<file path="config.mk">
export PLATFORM = sky130hd
export DESIGN_NAME = fgo_top
export DESIGN_NICKNAME = d
export VERILOG_FILES = /design/src/fgo_pkg.sv /design/src/fgo_top.sv
export SDC_FILE = /design/constraint.sdc
export NUM_CORES = 1
export LEC_CHECK = 0
export ABC_CLOCK_PERIOD_IN_PS = 25200
export BUFFER_PORTS_ARGS = -buffer_cell sky130_fd_sc_hd__buf_2
export CAP_MARGIN = 0
export CORE_MARGIN = 2
export CORE_UTILIZATION = 45
export CTS_BUF_LIST = sky130_fd_sc_hd__clkbuf_8
export DETAILED_ROUTE_END_ITERATION = 7
export PLACE_DENSITY_LB_ADDON = 0.05
export SLEW_MARGIN = 20
export SYNTH_ARGS = -nofsm -noshare
export SYNTH_HDL_FRONTEND = slang
export SYNTH_SLANG_ARGS = --single-unit
</file>
<file path="constraint.sdc">
create_clock -name core_clk_i -period 25.2 [get_ports core_clk_i]
set_clock_uncertainty 0.1 [all_clocks]
set_input_delay 5.04 -clock core_clk_i [delete_from_list [all_inputs] [get_ports core_clk_i]]
set_output_delay 5.04 -clock core_clk_i [all_outputs]
set_load 0.02 [all_outputs]
</file>
<file path="src/fgo_pkg.sv">
// Package with register map, field layouts and encodings of the field counted output generator.
package fgo_pkg;
  // Register indices as printed; byte address is four times the index.
  localparam logic [7:0] IDX_ACTION = 8'h50;
  localparam logic [7:0] IDX_LIMITS = 8'h51;
  localparam logic [7:0] IDX_PROTO  = 8'h52;
  localparam logic [7:0] IDX_PINS   = 8'h53;
  localparam logic [7:0] IDX_TOG0   = 8'h54;
  localparam logic [7:0] IDX_STATUS = 8'h5a;
  localparam int         NUM_TOG    = 4;
  // Limits register fields.
  localparam int MAX_LSB   = 0;
  localparam int DELAY_LSB = 4;
  // Protocol register fields.
  localparam int PROTO_LSB  = 0;
  localparam int LINE_LSB   = 4;
  localparam int POL_LSB    = 6;
  localparam int LUTEN_LSB  = 8;
  localparam int LUT_LSB    = 10;
  // Pin register fields.
  localparam int OE_LSB     = 0;
  localparam int SRC_LSB    = 2;
  localparam int HS_LSB     = 6;
  localparam int EXTBLK_LSB = 10;
  // Toggle register fields.
  localparam int TPIX_LSB   = 0;
  localparam int TLINE_LSB  = 13;
  localparam int TFLD_LSB   = 26;
  localparam logic [31:0] RESET_WORD = 32'h0000_0000;
  localparam logic [3:0]  RESET_LUT  = 4'h6;

  typedef enum logic [2:0] {
    ACT_IDLE   = 3'b000,
    ACT_SINGLE = 3'b001,
    ACT_REPEAT = 3'b010,
    ACT_DELAY  = 3'b011,
    ACT_FORCE  = 3'b111
  } fgo_action_e;

  typedef enum logic [1:0] {
    PR_IDLE   = 2'b00,
    PR_MANUAL = 2'b01,
    PR_LINKED = 2'b10,
    PR_REPEAT = 2'b11
  } fgo_proto_e;

  typedef struct packed {
    logic [3:0]  field;
    logic [12:0] line;
    logic [12:0] pixel;
  } fgo_toggle_s;
endpackage

</file>
<file path="src/fgo_top.sv">
// Field counted general purpose output generator with APB register slave.
//
// Contract
// - Field counter advances once per vertical sync.
// - Action zero starts nothing; a running or waiting count goes on.
// - Action one counts once then idles.
// - Action two wraps and repeats.
// - Action three waits delay plus one fields first.
// - Action seven forces idle; four-six reserved.
// - Four bit counter maximum value.
// - Four bit delay field count.
// - Two bit protocol per signal.
// - Every line mode ignores line position.
// - Start polarity applied only in manual.
// - Pin enable drives pin, else high impedance; pin two is always released under external blanking.
// - Fast select picks one of four clocks.
// - External blanking taken from pin two.
// - Four bit lookup code defines combination.
// - Lookup result routable per pin.
// - Toggle positions: field, line, pixel.
// - Two signals, two toggles each.
// - Action field self clears each vertical sync.
// - Manual toggles start next field, repeat.
// - Lookup index is signal two, signal one.
`timescale 1ns/1ns
module fgo_top (
  input  wire logic        core_clk_i,      // Pixel clock, 125 MHz.
  input  wire logic        rst_i,           // Asynchronous reset, active high.
  input  wire logic        psel_i,          // APB select.
  input  wire logic        penable_i,       // APB enable.
  input  wire logic        pwrite_i,        // APB write.
  input  wire logic [11:0] paddr_i,         // APB byte address.
  input  wire logic [31:0] pwdata_i,        // APB write data.
  output logic             pready_o,        // APB ready.
  output logic      [31:0] prdata_o,        // APB read data.
  output logic             pslverr_o,       // APB error outside indices 0x50 to 0x5a or on an unaligned address.
  input  wire logic        vertical_sync_i, // Field start strobe, one cycle.
  input  wire logic        hsync_i,         // Line start strobe, one cycle.
  input  wire logic        black_clamp_pulse_i, // Clamp timing.
  input  wire logic        preblank_pulse_i,    // Preblank timing.
  input  wire logic [3:0]  fast_timing_i,   // Delayed clocks: input, latch, data, ref.
  input  wire logic        horizontal_blanking_int_i, // Internal blanking.
  input  wire logic [1:0]  gp_pin_in_i,     // Pin input levels.
  output logic      [1:0]  gp_pin_out_o,    // Pin output levels.
  output logic      [1:0]  gp_pin_oe_n_o,   // Pin output enable, low drives.
  output logic             horizontal_blanking_o // Selected blanking.
);
  logic [12:0] line_q;
  logic [12:0] pixel_q;
  logic [2:0]  action_q;
  logic [3:0]  max_q;
  logic [3:0]  delay_q;
  logic [31:0] proto_q;
  logic [31:0] pins_q;
  fgo_pkg::fgo_toggle_s tog_q [fgo_pkg::NUM_TOG];
  logic [3:0]  count_q;
  logic [3:0]  wait_q;
  logic        running_q;
  logic        repeat_q;
  logic        waiting_q;
  logic [1:0]  gp_q;
  logic [1:0]  arm_q;
  logic [1:0]  prev_idle_q;

  logic        access;
  logic [9:0]  idx;
  logic        mapped;
  logic [31:0] rd;

  function automatic logic [1:0] proto_of(input logic [31:0] p, input int s);
    proto_of = p[fgo_pkg::PROTO_LSB+2*s +: 2];
  endfunction

  // Registers answer in the first access cycle, so pready is a constant high.
  assign pready_o = 1'b1;
  assign access   = psel_i & penable_i;
  assign idx      = paddr_i[11:2];
  assign mapped   = (idx >= {2'b00, fgo_pkg::IDX_ACTION}) &&
                    (idx <= {2'b00, fgo_pkg::IDX_STATUS}) && (paddr_i[1:0] == 2'b00);
  assign pslverr_o = access & ~mapped;

  always_comb begin
    rd = 32'h0000_0000;
    if (idx == {2'b00, fgo_pkg::IDX_ACTION}) begin
      rd = {29'h0000_0000, action_q};
    end else if (idx == {2'b00, fgo_pkg::IDX_LIMITS}) begin
      rd = {24'h00_0000, delay_q, max_q};
    end else if (idx == {2'b00, fgo_pkg::IDX_PROTO}) begin
      rd = proto_q;
    end else if (idx == {2'b00, fgo_pkg::IDX_PINS}) begin
      rd = pins_q;
    end else if (idx == {2'b00, fgo_pkg::IDX_STATUS}) begin
      rd = {22'h00_0000, gp_q, running_q, waiting_q, count_q, 2'b00};
    end else begin
      for (int i = 0; i < fgo_pkg::NUM_TOG; i++) begin
        if (idx == 10'(fgo_pkg::IDX_TOG0) + 10'(i)) begin
          rd = {2'b00, tog_q[i]};
        end
      end
    end
  end

  always_ff @(posedge core_clk_i or posedge rst_i) begin
    if (rst_i) begin
      prdata_o <= 32'h0000_0000;
    end else if (psel_i & ~penable_i & ~pwrite_i) begin
      prdata_o <= rd;
    end
  end

  // Line and pixel position within the field.
  always_ff @(posedge core_clk_i or posedge rst_i) begin
    if (rst_i) begin
      line_q  <= 13'h0000;
      pixel_q <= 13'h0000;
    end else if (vertical_sync_i) begin
      line_q  <= 13'h0000;
      pixel_q <= 13'h0000;
    end else if (hsync_i) begin
      line_q  <= line_q + 13'h0001;
      pixel_q <= 13'h0000;
    end else begin
      pixel_q <= pixel_q + 13'h0001;
    end
  end

  // Configuration registers.
  always_ff @(posedge core_clk_i or posedge rst_i) begin
    if (rst_i) begin
      max_q   <= 4'h0;
      delay_q <= 4'h0;
      proto_q <= {18'h0_0000, fgo_pkg::RESET_LUT, 10'h000};
      pins_q  <= fgo_pkg::RESET_WORD;
      for (int i = 0; i < fgo_pkg::NUM_TOG; i++) begin
        tog_q[i] <= '0;
      end
    end else if (access & pwrite_i) begin
      if (idx == {2'b00, fgo_pkg::IDX_LIMITS}) begin
        max_q   <= pwdata_i[fgo_pkg::MAX_LSB +: 4];
        delay_q <= pwdata_i[fgo_pkg::DELAY_LSB +: 4];
      end
      if (idx == {2'b00, fgo_pkg::IDX_PROTO}) begin
        proto_q <= {18'h0_0000, pwdata_i[13:0]};
      end
      if (idx == {2'b00, fgo_pkg::IDX_PINS}) begin
        pins_q <= {21'h00_0000, pwdata_i[10:0]};
      end
      for (int i = 0; i < fgo_pkg::NUM_TOG; i++) begin
        if (idx == 10'(fgo_pkg::IDX_TOG0) + 10'(i)) begin
          tog_q[i] <= pwdata_i[29:0];
        end
      end
    end
  end

  // Action field: written by software, cleared at every field start; the clear wins.
  always_ff @(posedge core_clk_i or posedge rst_i) begin
    if (rst_i) begin
      action_q <= 3'b000;
    end else if (vertical_sync_i) begin
      action_q <= 3'b000;
    end else if (access & pwrite_i & (idx == {2'b00, fgo_pkg::IDX_ACTION})) begin
      action_q <= pwdata_i[2:0];
    end
  end

  // Primary field counter; acts on the action latched in the previous field.
  always_ff @(posedge core_clk_i or posedge rst_i) begin
    if (rst_i) begin
      count_q   <= 4'h0;
      wait_q    <= 4'h0;
      running_q <= 1'b0;
      repeat_q  <= 1'b0;
      waiting_q <= 1'b0;
    end else if (vertical_sync_i) begin
      case (action_q)
        fgo_pkg::ACT_SINGLE, fgo_pkg::ACT_REPEAT: begin
          running_q <= 1'b1;
          repeat_q  <= (action_q == fgo_pkg::ACT_REPEAT);
          waiting_q <= 1'b0;
          count_q   <= 4'h1;
        end
        fgo_pkg::ACT_DELAY: begin
          waiting_q <= 1'b1;
          running_q <= 1'b0;
          repeat_q  <= 1'b0;
          wait_q    <= delay_q;
          count_q   <= 4'h0;
        end
        fgo_pkg::ACT_FORCE: begin
          running_q <= 1'b0;
          waiting_q <= 1'b0;
          repeat_q  <= 1'b0;
          count_q   <= 4'h0;
        end
        default: begin
          // Idle or reserved test codes let the counter go on: a wait counts down, a run steps, wraps or ends.
          if (waiting_q) begin
            if (wait_q == 4'h0) begin
              waiting_q <= 1'b0;
              running_q <= 1'b1;
              count_q   <= 4'h1;
            end else begin
              wait_q <= wait_q - 4'h1;
            end
          end else if (running_q) begin
            if (count_q >= max_q) begin
              count_q   <= repeat_q ? 4'h1 : 4'h0;
              running_q <= repeat_q;
            end else begin
              count_q <= count_q + 4'h1;
            end
          end
        end
      endcase
    end
  end

  // Each non-idle protocol arms at the next field; idle must have been seen first.
  always_ff @(posedge core_clk_i or posedge rst_i) begin
    if (rst_i) begin
      arm_q       <= 2'b00;
      prev_idle_q <= 2'b11;
    end else if (vertical_sync_i) begin
      for (int s = 0; s < 2; s++) begin
        arm_q[s]       <= (proto_of(proto_q, s) != fgo_pkg::PR_IDLE) &
                          (prev_idle_q[s] | arm_q[s]);
        prev_idle_q[s] <= (proto_of(proto_q, s) == fgo_pkg::PR_IDLE);
      end
    end
  end

  // General purpose signals.
  always_ff @(posedge core_clk_i or posedge rst_i) begin
    if (rst_i) begin
      gp_q <= 2'b00;
    end else begin
      for (int s = 0; s < 2; s++) begin
        if (proto_of(proto_q, s) == fgo_pkg::PR_IDLE) begin
          gp_q[s] <= gp_q[s];
        end else if (vertical_sync_i & (proto_of(proto_q, s) == fgo_pkg::PR_MANUAL)) begin
          gp_q[s] <= proto_q[fgo_pkg::POL_LSB+s];
        end else if (arm_q[s]) begin
          for (int t = 0; t < 2; t++) begin
            if ((pixel_q == tog_q[2*s+t].pixel) &&
                (proto_q[fgo_pkg::LINE_LSB+s] || (line_q == tog_q[2*s+t].line)) &&
                ((proto_of(proto_q, s) == fgo_pkg::PR_MANUAL) ||
                 (running_q && (count_q == tog_q[2*s+t].field) &&
                  (repeat_q ? (proto_of(proto_q, s) == fgo_pkg::PR_REPEAT) : 1'b1)))) begin
              gp_q[s] <= ~gp_q[s];
            end
          end
        end
      end
    end
  end

  // Pin output multiplexing; pin two can become the blanking input.
  logic [1:0] lut_bit;
  assign lut_bit = {2{proto_q[fgo_pkg::LUT_LSB + {30'h0, gp_q}]}};

  always_ff @(posedge core_clk_i or posedge rst_i) begin
    if (rst_i) begin
      gp_pin_out_o  <= 2'b00;
      gp_pin_oe_n_o <= 2'b11;
      horizontal_blanking_o <= 1'b0;
    end else begin
      for (int p = 0; p < 2; p++) begin
        case (pins_q[fgo_pkg::SRC_LSB+2*p +: 2])
          2'b00: gp_pin_out_o[p] <= proto_q[fgo_pkg::LUTEN_LSB+p] ? lut_bit[p] : gp_q[p];
          2'b01: gp_pin_out_o[p] <= black_clamp_pulse_i;
          2'b10: gp_pin_out_o[p] <= preblank_pulse_i;
          default: gp_pin_out_o[p] <= fast_timing_i[pins_q[fgo_pkg::HS_LSB+2*p +: 2]];
        endcase
        gp_pin_oe_n_o[p] <= ~pins_q[fgo_pkg::OE_LSB+p];
      end
      if (pins_q[fgo_pkg::EXTBLK_LSB]) begin
        gp_pin_oe_n_o[1]      <= 1'b1;
        horizontal_blanking_o <= gp_pin_in_i[1];
      end else begin
        horizontal_blanking_o <= horizontal_blanking_int_i;
      end
    end
  end
endmodule

</file>
Word level (Yosys, flattened, before mapping)
Index checks and enable logic that the tools add are counted.
{ "word_totals": {"register_bits": 236, "inputBits": 60, "out_inout_bits": 39} }
{ "classes": {"n_addsub": 5, "magnitude_cmp": 6, "n_eq_ne": 35, "mux": 55, "bitwise_logic": 22, "reduce_logical": 59} }
{ "ops": {"columns": ["operator", "count"], "rows": [
  ["32-bit 2-to-1 mux", 8],
  ["13-bit == test", 8],
  ["10-bit by 7-bit == test with 1-bit output (second input constant)", 9],
  ["13-bit 2-to-1 mux", 4],
  ["30-bit 2-to-1 mux", 1],
  ["13-bit by 1-bit adder with 13-bit output (second input constant)", 2],
  ["1-bit 2-to-1 mux", 24],
  ["4-bit 2-to-1 mux", 6],
  ["1-bit logical AND", 18],
  ["2-bit AND reduction", 9],
  ["4-bit == test", 4],
  ["4-bit case mux with 2 select lines", 2],
  ["2-bit nonzero test", 8],
  ["1-bit bitwise AND", 10],
  ["10-bit by 7-bit >= comparator with 1-bit output (second input constant)", 1],
  ["10-bit by 7-bit <= comparator with 1-bit output (second input constant)", 1],
  ["2-bit zero test", 5],
  ["1-bit NOT", 10],
  ["3-bit AND reduction", 3],
  ["2-bit by 1-bit == test with 1-bit output (second input constant)", 4],
  ["2-bit == test (second input constant)", 4],
  ["1-bit logical OR", 8],
  ["3-bit by 2-bit == test with 1-bit output (second input constant)", 2],
  ["2-bit by 3-bit less-than comparator with 1-bit output (second input constant)", 2],
  ["other kinds (21)", 29]
]} }

Longest topological paths before layout
Gate-level depths: netlist (run 1).
{ "depth": {"depth_word": 10, "mapped_depth": 9} }

Least setup slack after synthesis (run 1)
No wires, ideal clock.
{ "synth_path": {"path_kind": "input port to output port", "start": "in paddr_i[3]", "end": "out pslverr_o", "arrival_time_ns": 6.377, "path_slack_ns": 13.683, "path_stages": 6, "path_buffers": 3, "cell_sequence": "buf_2 > buf_1 > clkbuf_1 > a21boi_0 > o21ai_0 > a21oi_1"} }
{ "synth_via": {"elab_chain_len": 5, "word_cells_on_any_way": 6, "cone_classes": "2 x order compare; 2 x bitwise; 2 x reduce/logical"} }
{ "synth_lines": {"columns": ["item", "line", "rtl"], "rows": [
  ["from (decl)", "fgo_top.sv:32", "input wire logic [11:0] paddr_i,"],
  ["10-bit by 7-bit >= comparator with 1-bit output / 10-bit by 7-bit <= comparator with 1-bit output (equally long branches)", "fgo_top.sv:78, fgo_top.sv:79", null],
  ["1-bit logical AND (*)", "fgo_top.sv:78", "assign mapped = (idx >= {2'b00, fgo_pkg::IDX_ACTION}) &&"],
  ["1-bit logical AND (*)", "fgo_top.sv:79", "(idx <= {2'b00, fgo_pkg::IDX_STATUS}) && (paddr_i[1:0] == 2'b00);"],
  ["1-bit NOT (*)", "fgo_top.sv:80", "assign pslverr_o = access & ~mapped;"],
  ["1-bit bitwise AND (*)", "fgo_top.sv:80", null],
  ["to (decl)", "fgo_top.sv:36", "output logic pslverr_o,"]
]} }
Every way passes the cells marked *; elsewhere a longest branch is shown, timed or not.

Worst setup path after layout (run 1)
Same ends and word-level chain as after synthesis.

==> results.yml, run 1 <==
synthesis:
  avgSynthCellArea_sq_um: 11.16
  synth-xor-area-share: 0.1010
  yosys_warnings: 0
  ys_types: 61
  synth_edf_count: 0
  synth-simple-area-share: 0.1037
  syn_area_sq_um: 12400
  syn_inst: 1111
  synth_fa_ha_area_frac: 0.008073
  synth_top_family_by_area: "multiplexers"
  async_flop_share: 1.000
  synth-main-ff-cell: "dfrtp_1"
  synthMuxAreaShare: 0.1770
  ys_seq_area_frac: 0.4729
  synth_compound_area_frac: 0.1016
  ys_ff_latch: 234
detailed_routing:
  dr.first_iter.drc_count: 808
  vias_per_cell: 5.708
  ant_nets: 0
  first_pass_iters: 5
  post_drt_wl_per_cell_um: 23.22
  drc_errors: 0
  via_count: 8830
  wl_um: 35920
setup_path:
  critical_path_buf_inv_count: 3
  cpMostUsedCell: "buf_2"
  crit_type: "in -> out"
  startpoint_type: "input port"
  cp_slowest_stage_delay_ns: 0.57
  crit_chain: "buf_2 -> buf_4 -> a21boi_0 -> o21ai_0 -> a21oi_1 -> buf_2"
  cp-end-kind: "primary output"
  cp_slowest_cell: "buf_4"
  worstPathArrival_ns: 6.50
  cp_top_family: "buffers and inverters"
  cp_max_fo: 55
  crit_required_ns: 20.06
pwr:
  p_total_uw: 851.9
  power_density_nw_per_um2: 61.06
  ir_worst_vdd_mv: 0.03485
  power_leakage_uw: 0.007019
global_routing:
  track_usage: 0.2548
  grt_start_max_net_pins: 111
  gr-total-overflow: 0
  met1_usage: 0.3883
  grt_pass1_wl_um: 54870
  met3_usage: 0.04791
  antenna_found_initial: 0
  use_met2: 0.3743
  grt_pass1_vias: 8800
  busiest_layer: "met1"
timing:
  setup-violations-final: 0
  fmax_ghz: 0.08590
  hold_violations: 0
  layout_min_cycle_time_ns: 11.64
  tightestPinTransition_ns: 1.256
  slew_headroom: 0.1610
  rsz0062_at_grt: "false"
  drv_slew: 0
  setup_tns_ns: 0
  fin_crit_sh: 0.4620
floorplan:
  fp.dieH_um: 170.0
  io_pins: 99
  die_area_sq_um: 28890
  coreArea_sq_um: 27030
  rows: 60
  start_util: 0.4588
  die_w_um: 170.0
min_path:
  hold_class: "reg -> reg"
cts:
  root_buffer: "clkbuf_8"
  clock_sinks: 234
  path_clk_slew_ns: 0.06
  cts_inserted_buffers: 43
  tritoncts: "built"
  clk_latency_ns: 0.55
  ctsHoldBuffers: 0
  htreeDepth: 2
  post_cts_resized: 0
  cts.path.max_buffers: 3
  cts_setup_buffers: 0
run_status:
  outcome: "finished, final reports clean"
finish:
  postLayoutCellArea_sq_um: 13950
  drive_above_1_share: 0.3051
  final_cell_mix: "228 x dfrtp_1, 161 x mux2_2, 92 x buf_2, 91 x xor2_1, 60 x nand2_1"
  syn_to_final_growth_pct: 12.52
  n_antenna_cell: 0
  nNetsFinal: 1242
  final_common_cell: "dfrtp_1"
placement:
  postPlaceCellArea_sq_um: 13060
  dp_hpwl_um: 24820
  io_buffers: 92
  gp_congestion: 0.8452
run:
  cap_viol_max_count: 0
-- per-layer routing --
metal / share of wire / up-vias
li1: - / 4078
met1: 0.49 / 4447
met2: 0.43 / 265
met3: 0.062 / 40
met4: 0.017 / 0
met5: 0 / -
-- cell families after synthesis --
group / Yosys count
AOI/OAI and AO/OA: 183
xor gates and xnor gates: 143
adders and majority gates: 8
buffers and inverters: 105
DFF: 234
muxes: 189
other: 2
and+or+nand+nor: 247
-- cells in the mapped netlist (14+ instances only) --
| master | count | area share |
|---|---|---|
| a211o_1 | 16 | 0.011 |
| a21oi_1 | 27 | 0.011 |
| and2_1 | 14 | 0.0071 |
| buf_2 | 17 | 0.0069 |
| clkbuf_1 | 60 | 0.018 |
| dfrtp_1 | 228 | 0.46 |
| inv_1 | 18 | 0.0054 |
| mux2_2 | 161 | 0.15 |
| mux2i_1 | 19 | 0.015 |
| nand2_1 | 61 | 0.018 |
| nand3_1 | 22 | 0.0089 |
| nor2_1 | 56 | 0.017 |
| nor4_1 | 19 | 0.0096 |
| o21ai_0 | 50 | 0.020 |
| o221ai_1 | 17 | 0.012 |
| xnor2_1 | 52 | 0.037 |
| xor2_1 | 91 | 0.064 |
-- final cells by class --
type | instances | area (sq um)
sequential | 234 | 5863
inverter | 18 | 75.07
timing repair buffer | 104 | 563.0
fill | 2537 | 13080
tap | 341 | 426.7
multi-input combinational | 773 | 6133
clock buffer | 59 | 812.0
clock inverter | 18 | 77.57
-- worst paths after layout --
path | depth (start not counted) | slack (ns) | endpoint | from
setup / recovery | 6 | 13.56 | pslverr_o | paddr_i[3]
hold / removal | 1 | 0.36 | gp_pin_oe_n_o[0] | pins_q[0]
setup reg to reg | 6 | 22.42 | gp_q[1] | line_q[1]
hold reg to reg | 1 | 0.36 | gp_pin_oe_n_o[0] | pins_q[0]
max in group asynchronous | 3 | 19.09 | tog_q[104] | rst_i
min in group asynchronous | 2 | 4.52 | wait_q[2] | rst_i
-- worst reg2reg max path: cells and delay by family, from the launching register on --
kind            cells  cell delay (ns)
simple gates        2             0.64
mux                 1             0.24
xor+xnor            1             0.35
flops               1             0.48
compound gates      2             0.90
-- power breakdown --
part           internal (uW)  switching [uW]
clock network            208             162
registers                384            15.2
logic                   30.4            52.6
total                    622             230
-- through the flow --
stage               std cells  setup WS, ns  hold slack (ns)  utilization
CTS                      1547         13.63           0.3590       0.5161
floorplan                1112         13.65           0.2784            -
global route             1547         13.55           0.3945       0.5162
finish                   1547         13.56           0.3575       0.5162
detailed placement       1470         13.63           0.3415       0.4832
global placement         1469         13.62           0.3416       0.4825
-- flip-flops by register name, indices dropped and copies added (netlist names), 2 cells and up --
signal and flops:
gp_q 2, wait_q 4, count_q 4, arm_q 2, max_q 4, prdata_o 30
delay_q 4, tog_q 120, pins_q 11, prev_idle_q 2, pixel_q 13, proto_q 14
gp_pin_oe_n_o 2, line_q 13, gp_pin_out_o 2, action_q 3
(Power assumes the default switching activity.)
==> run 2, diff against run 1 <==
--- a/config.mk
+++ b/config.mk
@@ -5,7 +5,7 @@
 export SDC_FILE = /design/constraint.sdc
 export NUM_CORES = 1
 export LEC_CHECK = 0
-export ABC_CLOCK_PERIOD_IN_PS = 25200
+export ABC_CLOCK_PERIOD_IN_PS = 11600
 export BUFFER_PORTS_ARGS = -buffer_cell sky130_fd_sc_hd__buf_2
 export CAP_MARGIN = 0
 export CORE_MARGIN = 2
==> constraint.sdc (replaced) <==
create_clock -name core_clk_i -period 11.6 [get_ports core_clk_i]
set_clock_uncertainty 0.1 [all_clocks]
set_input_delay 2.32 -clock core_clk_i [delete_from_list [all_inputs] [get_ports core_clk_i]]
set_output_delay 2.32 -clock core_clk_i [all_outputs]
set_load 0.02 [all_outputs]
==> run 2 against run 1 <==
Hold slack improved by 0.0075 ns. Via count is 0.71% higher. First-iteration DRC count shrank 15%. Power grew 130%. Global-route usage up 0.24 points. Cell area increased by 0.46%. Clock power up 140%. Utilization increased by 0.24 points. Combinational power increased by 120%. Setup slack got worse by 8.5 ns. Largest cell class unchanged. Highest routed layer is now met5.
==> results.yml, run 2 (synthesis results as in run 1) <==
timing:
  rsz0062_at_grt: "false"
  setup_tns_ns: 0
  hold_violations: 0
  setup-violations-final: 0
  layout_min_cycle_time_ns: 6.500
  drv_slew: 0
  slew_headroom: 0.2207
  setup_ws_ns: 5.100
  fmax_ghz: 0.1538
  tightestPinTransition_ns: 1.167
  fin_crit_sh: 0.5603
setup_path:
  worstPathArrival_ns: 4.08
  cp_slowest_cell: "inv_1"
  crit_type: "in -> out"
  cp_max_fo: 26
  crit_path_start: "paddr_i[2]"
  cp_slowest_stage_delay_ns: 0.36
  reg2reg_slack_ns: 8.68
  crit_chain: "buf_2 -> buf_4 -> inv_1 -> buf_4 -> a21boi_0 -> o21ai_0 -> a21oi_1 -> buf_2"
  startpoint_type: "input port"
  regToRegStartpoint: "line_q[1]"
  critical_path_buf_inv_count: 5
  crit_required_ns: 9.18
  cp-end-kind: "primary output"
  cp_top_family: "buffers and inverters"
pwr:
  clkPwrFrac: 0.455
  power_leakage_uw: 0.007042
  p_sw_frac: 0.2630
  seq_power_share: 0.450
  intPower_uw: 1418
  power_density_nw_per_um2: 137.3
  combPwrFrac: 0.094
  p_switching_uw: 506.0
  ir_worst_vdd_mv: 0.07133
placement:
  place_ws_ns: 5.054
  gp_congestion: 0.8719
  dp_hpwl_um: 24940
  io_buffers: 92
cts:
  htreeDepth: 2
  tritoncts: "built"
  cts_setup_buffers: 0
  path_clk_slew_ns: 0.06
  post_cts_resized: 0
  ctsHoldBuffers: 0
  clk_latency_ns: 0.56
  root_buffer: "clkbuf_8"
  clock_sinks: 234
  cts.path.max_buffers: 3
  cts_inserted_buffers: 43
finish:
  final_cell_mix: "228 x dfrtp_1, 161 x mux2_2, 92 x buf_2, 91 x xor2_1, 60 x nand2_1"
  top_regs: "tog_q (120), prdata_o (30), proto_q (14)"
  drive_above_1_share: 0.3024
  nNetsFinal: 1242
  top_register: "tog_q"
  final_common_cell: "dfrtp_1"
  largest_reg_flops: 120
  syn_to_final_growth_pct: 13.04
detailed_routing:
  drc_errors: 0
  vias_per_cell: 5.737
  via_count: 8893
  dr.first_iter.drc_count: 686
  wl_um: 36020
  post_drt_wl_per_cell_um: 23.24
  ant_nets: 0
  first_pass_iters: 5
global_routing:
  antenna_found_initial: 3
  track_usage: 0.2572
  grt_pass1_wl_um: 55860
  gr-total-overflow: 0
  grt_start_max_net_pins: 112
  grt_pass1_vias: 8931
floorplan:
  start_util: 0.4588
  io_pins: 99
  rows: 60
  die_w_um: 170.0
  fp.dieH_um: 170.0
  die_area_sq_um: 28890
  coreArea_sq_um: 27030
min_path:
  hold_start: "pins_q[0]"
  hold_class: "reg -> reg"
run_status:
  outcome: "finished, final reports clean"
run:
  cap_viol_max_count: 0
## run 2: cell count changes in the layout (fill, tap and decap cells not counted)
cell        before  now
buf_4           11   12
clkinvlp_4       0    3
inv_1           27   31
buf_12           1    0
clkbuf_8        59   52
bufinv_16        0    5
clkinv_2         8    4
diode_2          0    2
## run 2: power by group through the flow
stage               Clock (uW)  Sequential [uW]  Combinational, uW
finish                     876              867                182
global route               936              869                203
CTS                        896              866                182
detailed placement           0              881                181
global placement             0              881                178
floorplan                    0              861                129
## run 2: per-stage QoR
| step | hold WS, ns | utilization | cell area (sq um) | cells | total power (uW) |
|---|---|---|---|---|---|
| floorplan | 0.2784 | - | 12400 | 1112 | 989.5 |
| global placement | 0.3439 | 0.4827 | 13050 | 1470 | 1060 |
| detailed placement | 0.3420 | 0.4828 | 13050 | 1470 | 1062 |
| CTS | 0.3555 | 0.5184 | 14010 | 1548 | 1945 |
| global route | 0.3713 | 0.5186 | 14010 | 1550 | 2008 |
| finish | 0.3650 | 0.5186 | 14010 | 1550 | 1924 |
## run 2: routing by layer
layer  GRT usage  vias up  routed length (um)
met2      0.3755      240               15430
met3     0.04512       54                1978
met5           0        -                  15
li1            -     4081                   -
met1      0.3875     4516               17680
met4     0.08213        2                 908
## run 2: worst paths after layout
| check | to | cells after the start |
|---|---|---|
| setup / recovery | pslverr_o | 8 |
| hold reg to reg | gp_pin_oe_n_o[0] | 1 |
| setup reg to reg | gp_q[1] | 6 |
| max in group asynchronous | prdata_o[23] | 4 |
| min in group asynchronous | wait_q[3] | 2 |
| hold / removal | gp_pin_oe_n_o[0] | 1 |
## run 2: worst reg2reg max path: stages (launching register included)
cell and delay (ns):
dfrtp_1 0.49, xnor2_1 0.34, nand4_1 0.18, nor4_1 0.57
a41oi_1 0.33, o32ai_1 0.57, mux2i_1 0.25
## run 2: final cells by class
type	instances	area, sq um
fillers	2508	13010
multi-input cells	773	6133
flip-flops and latches	234	5863
clock buffers	52	715.7
repair buffers	104	550.5
well taps	341	426.7
clock inverters	26	245.2
inverters	18	75.07
diodes	2	5.005
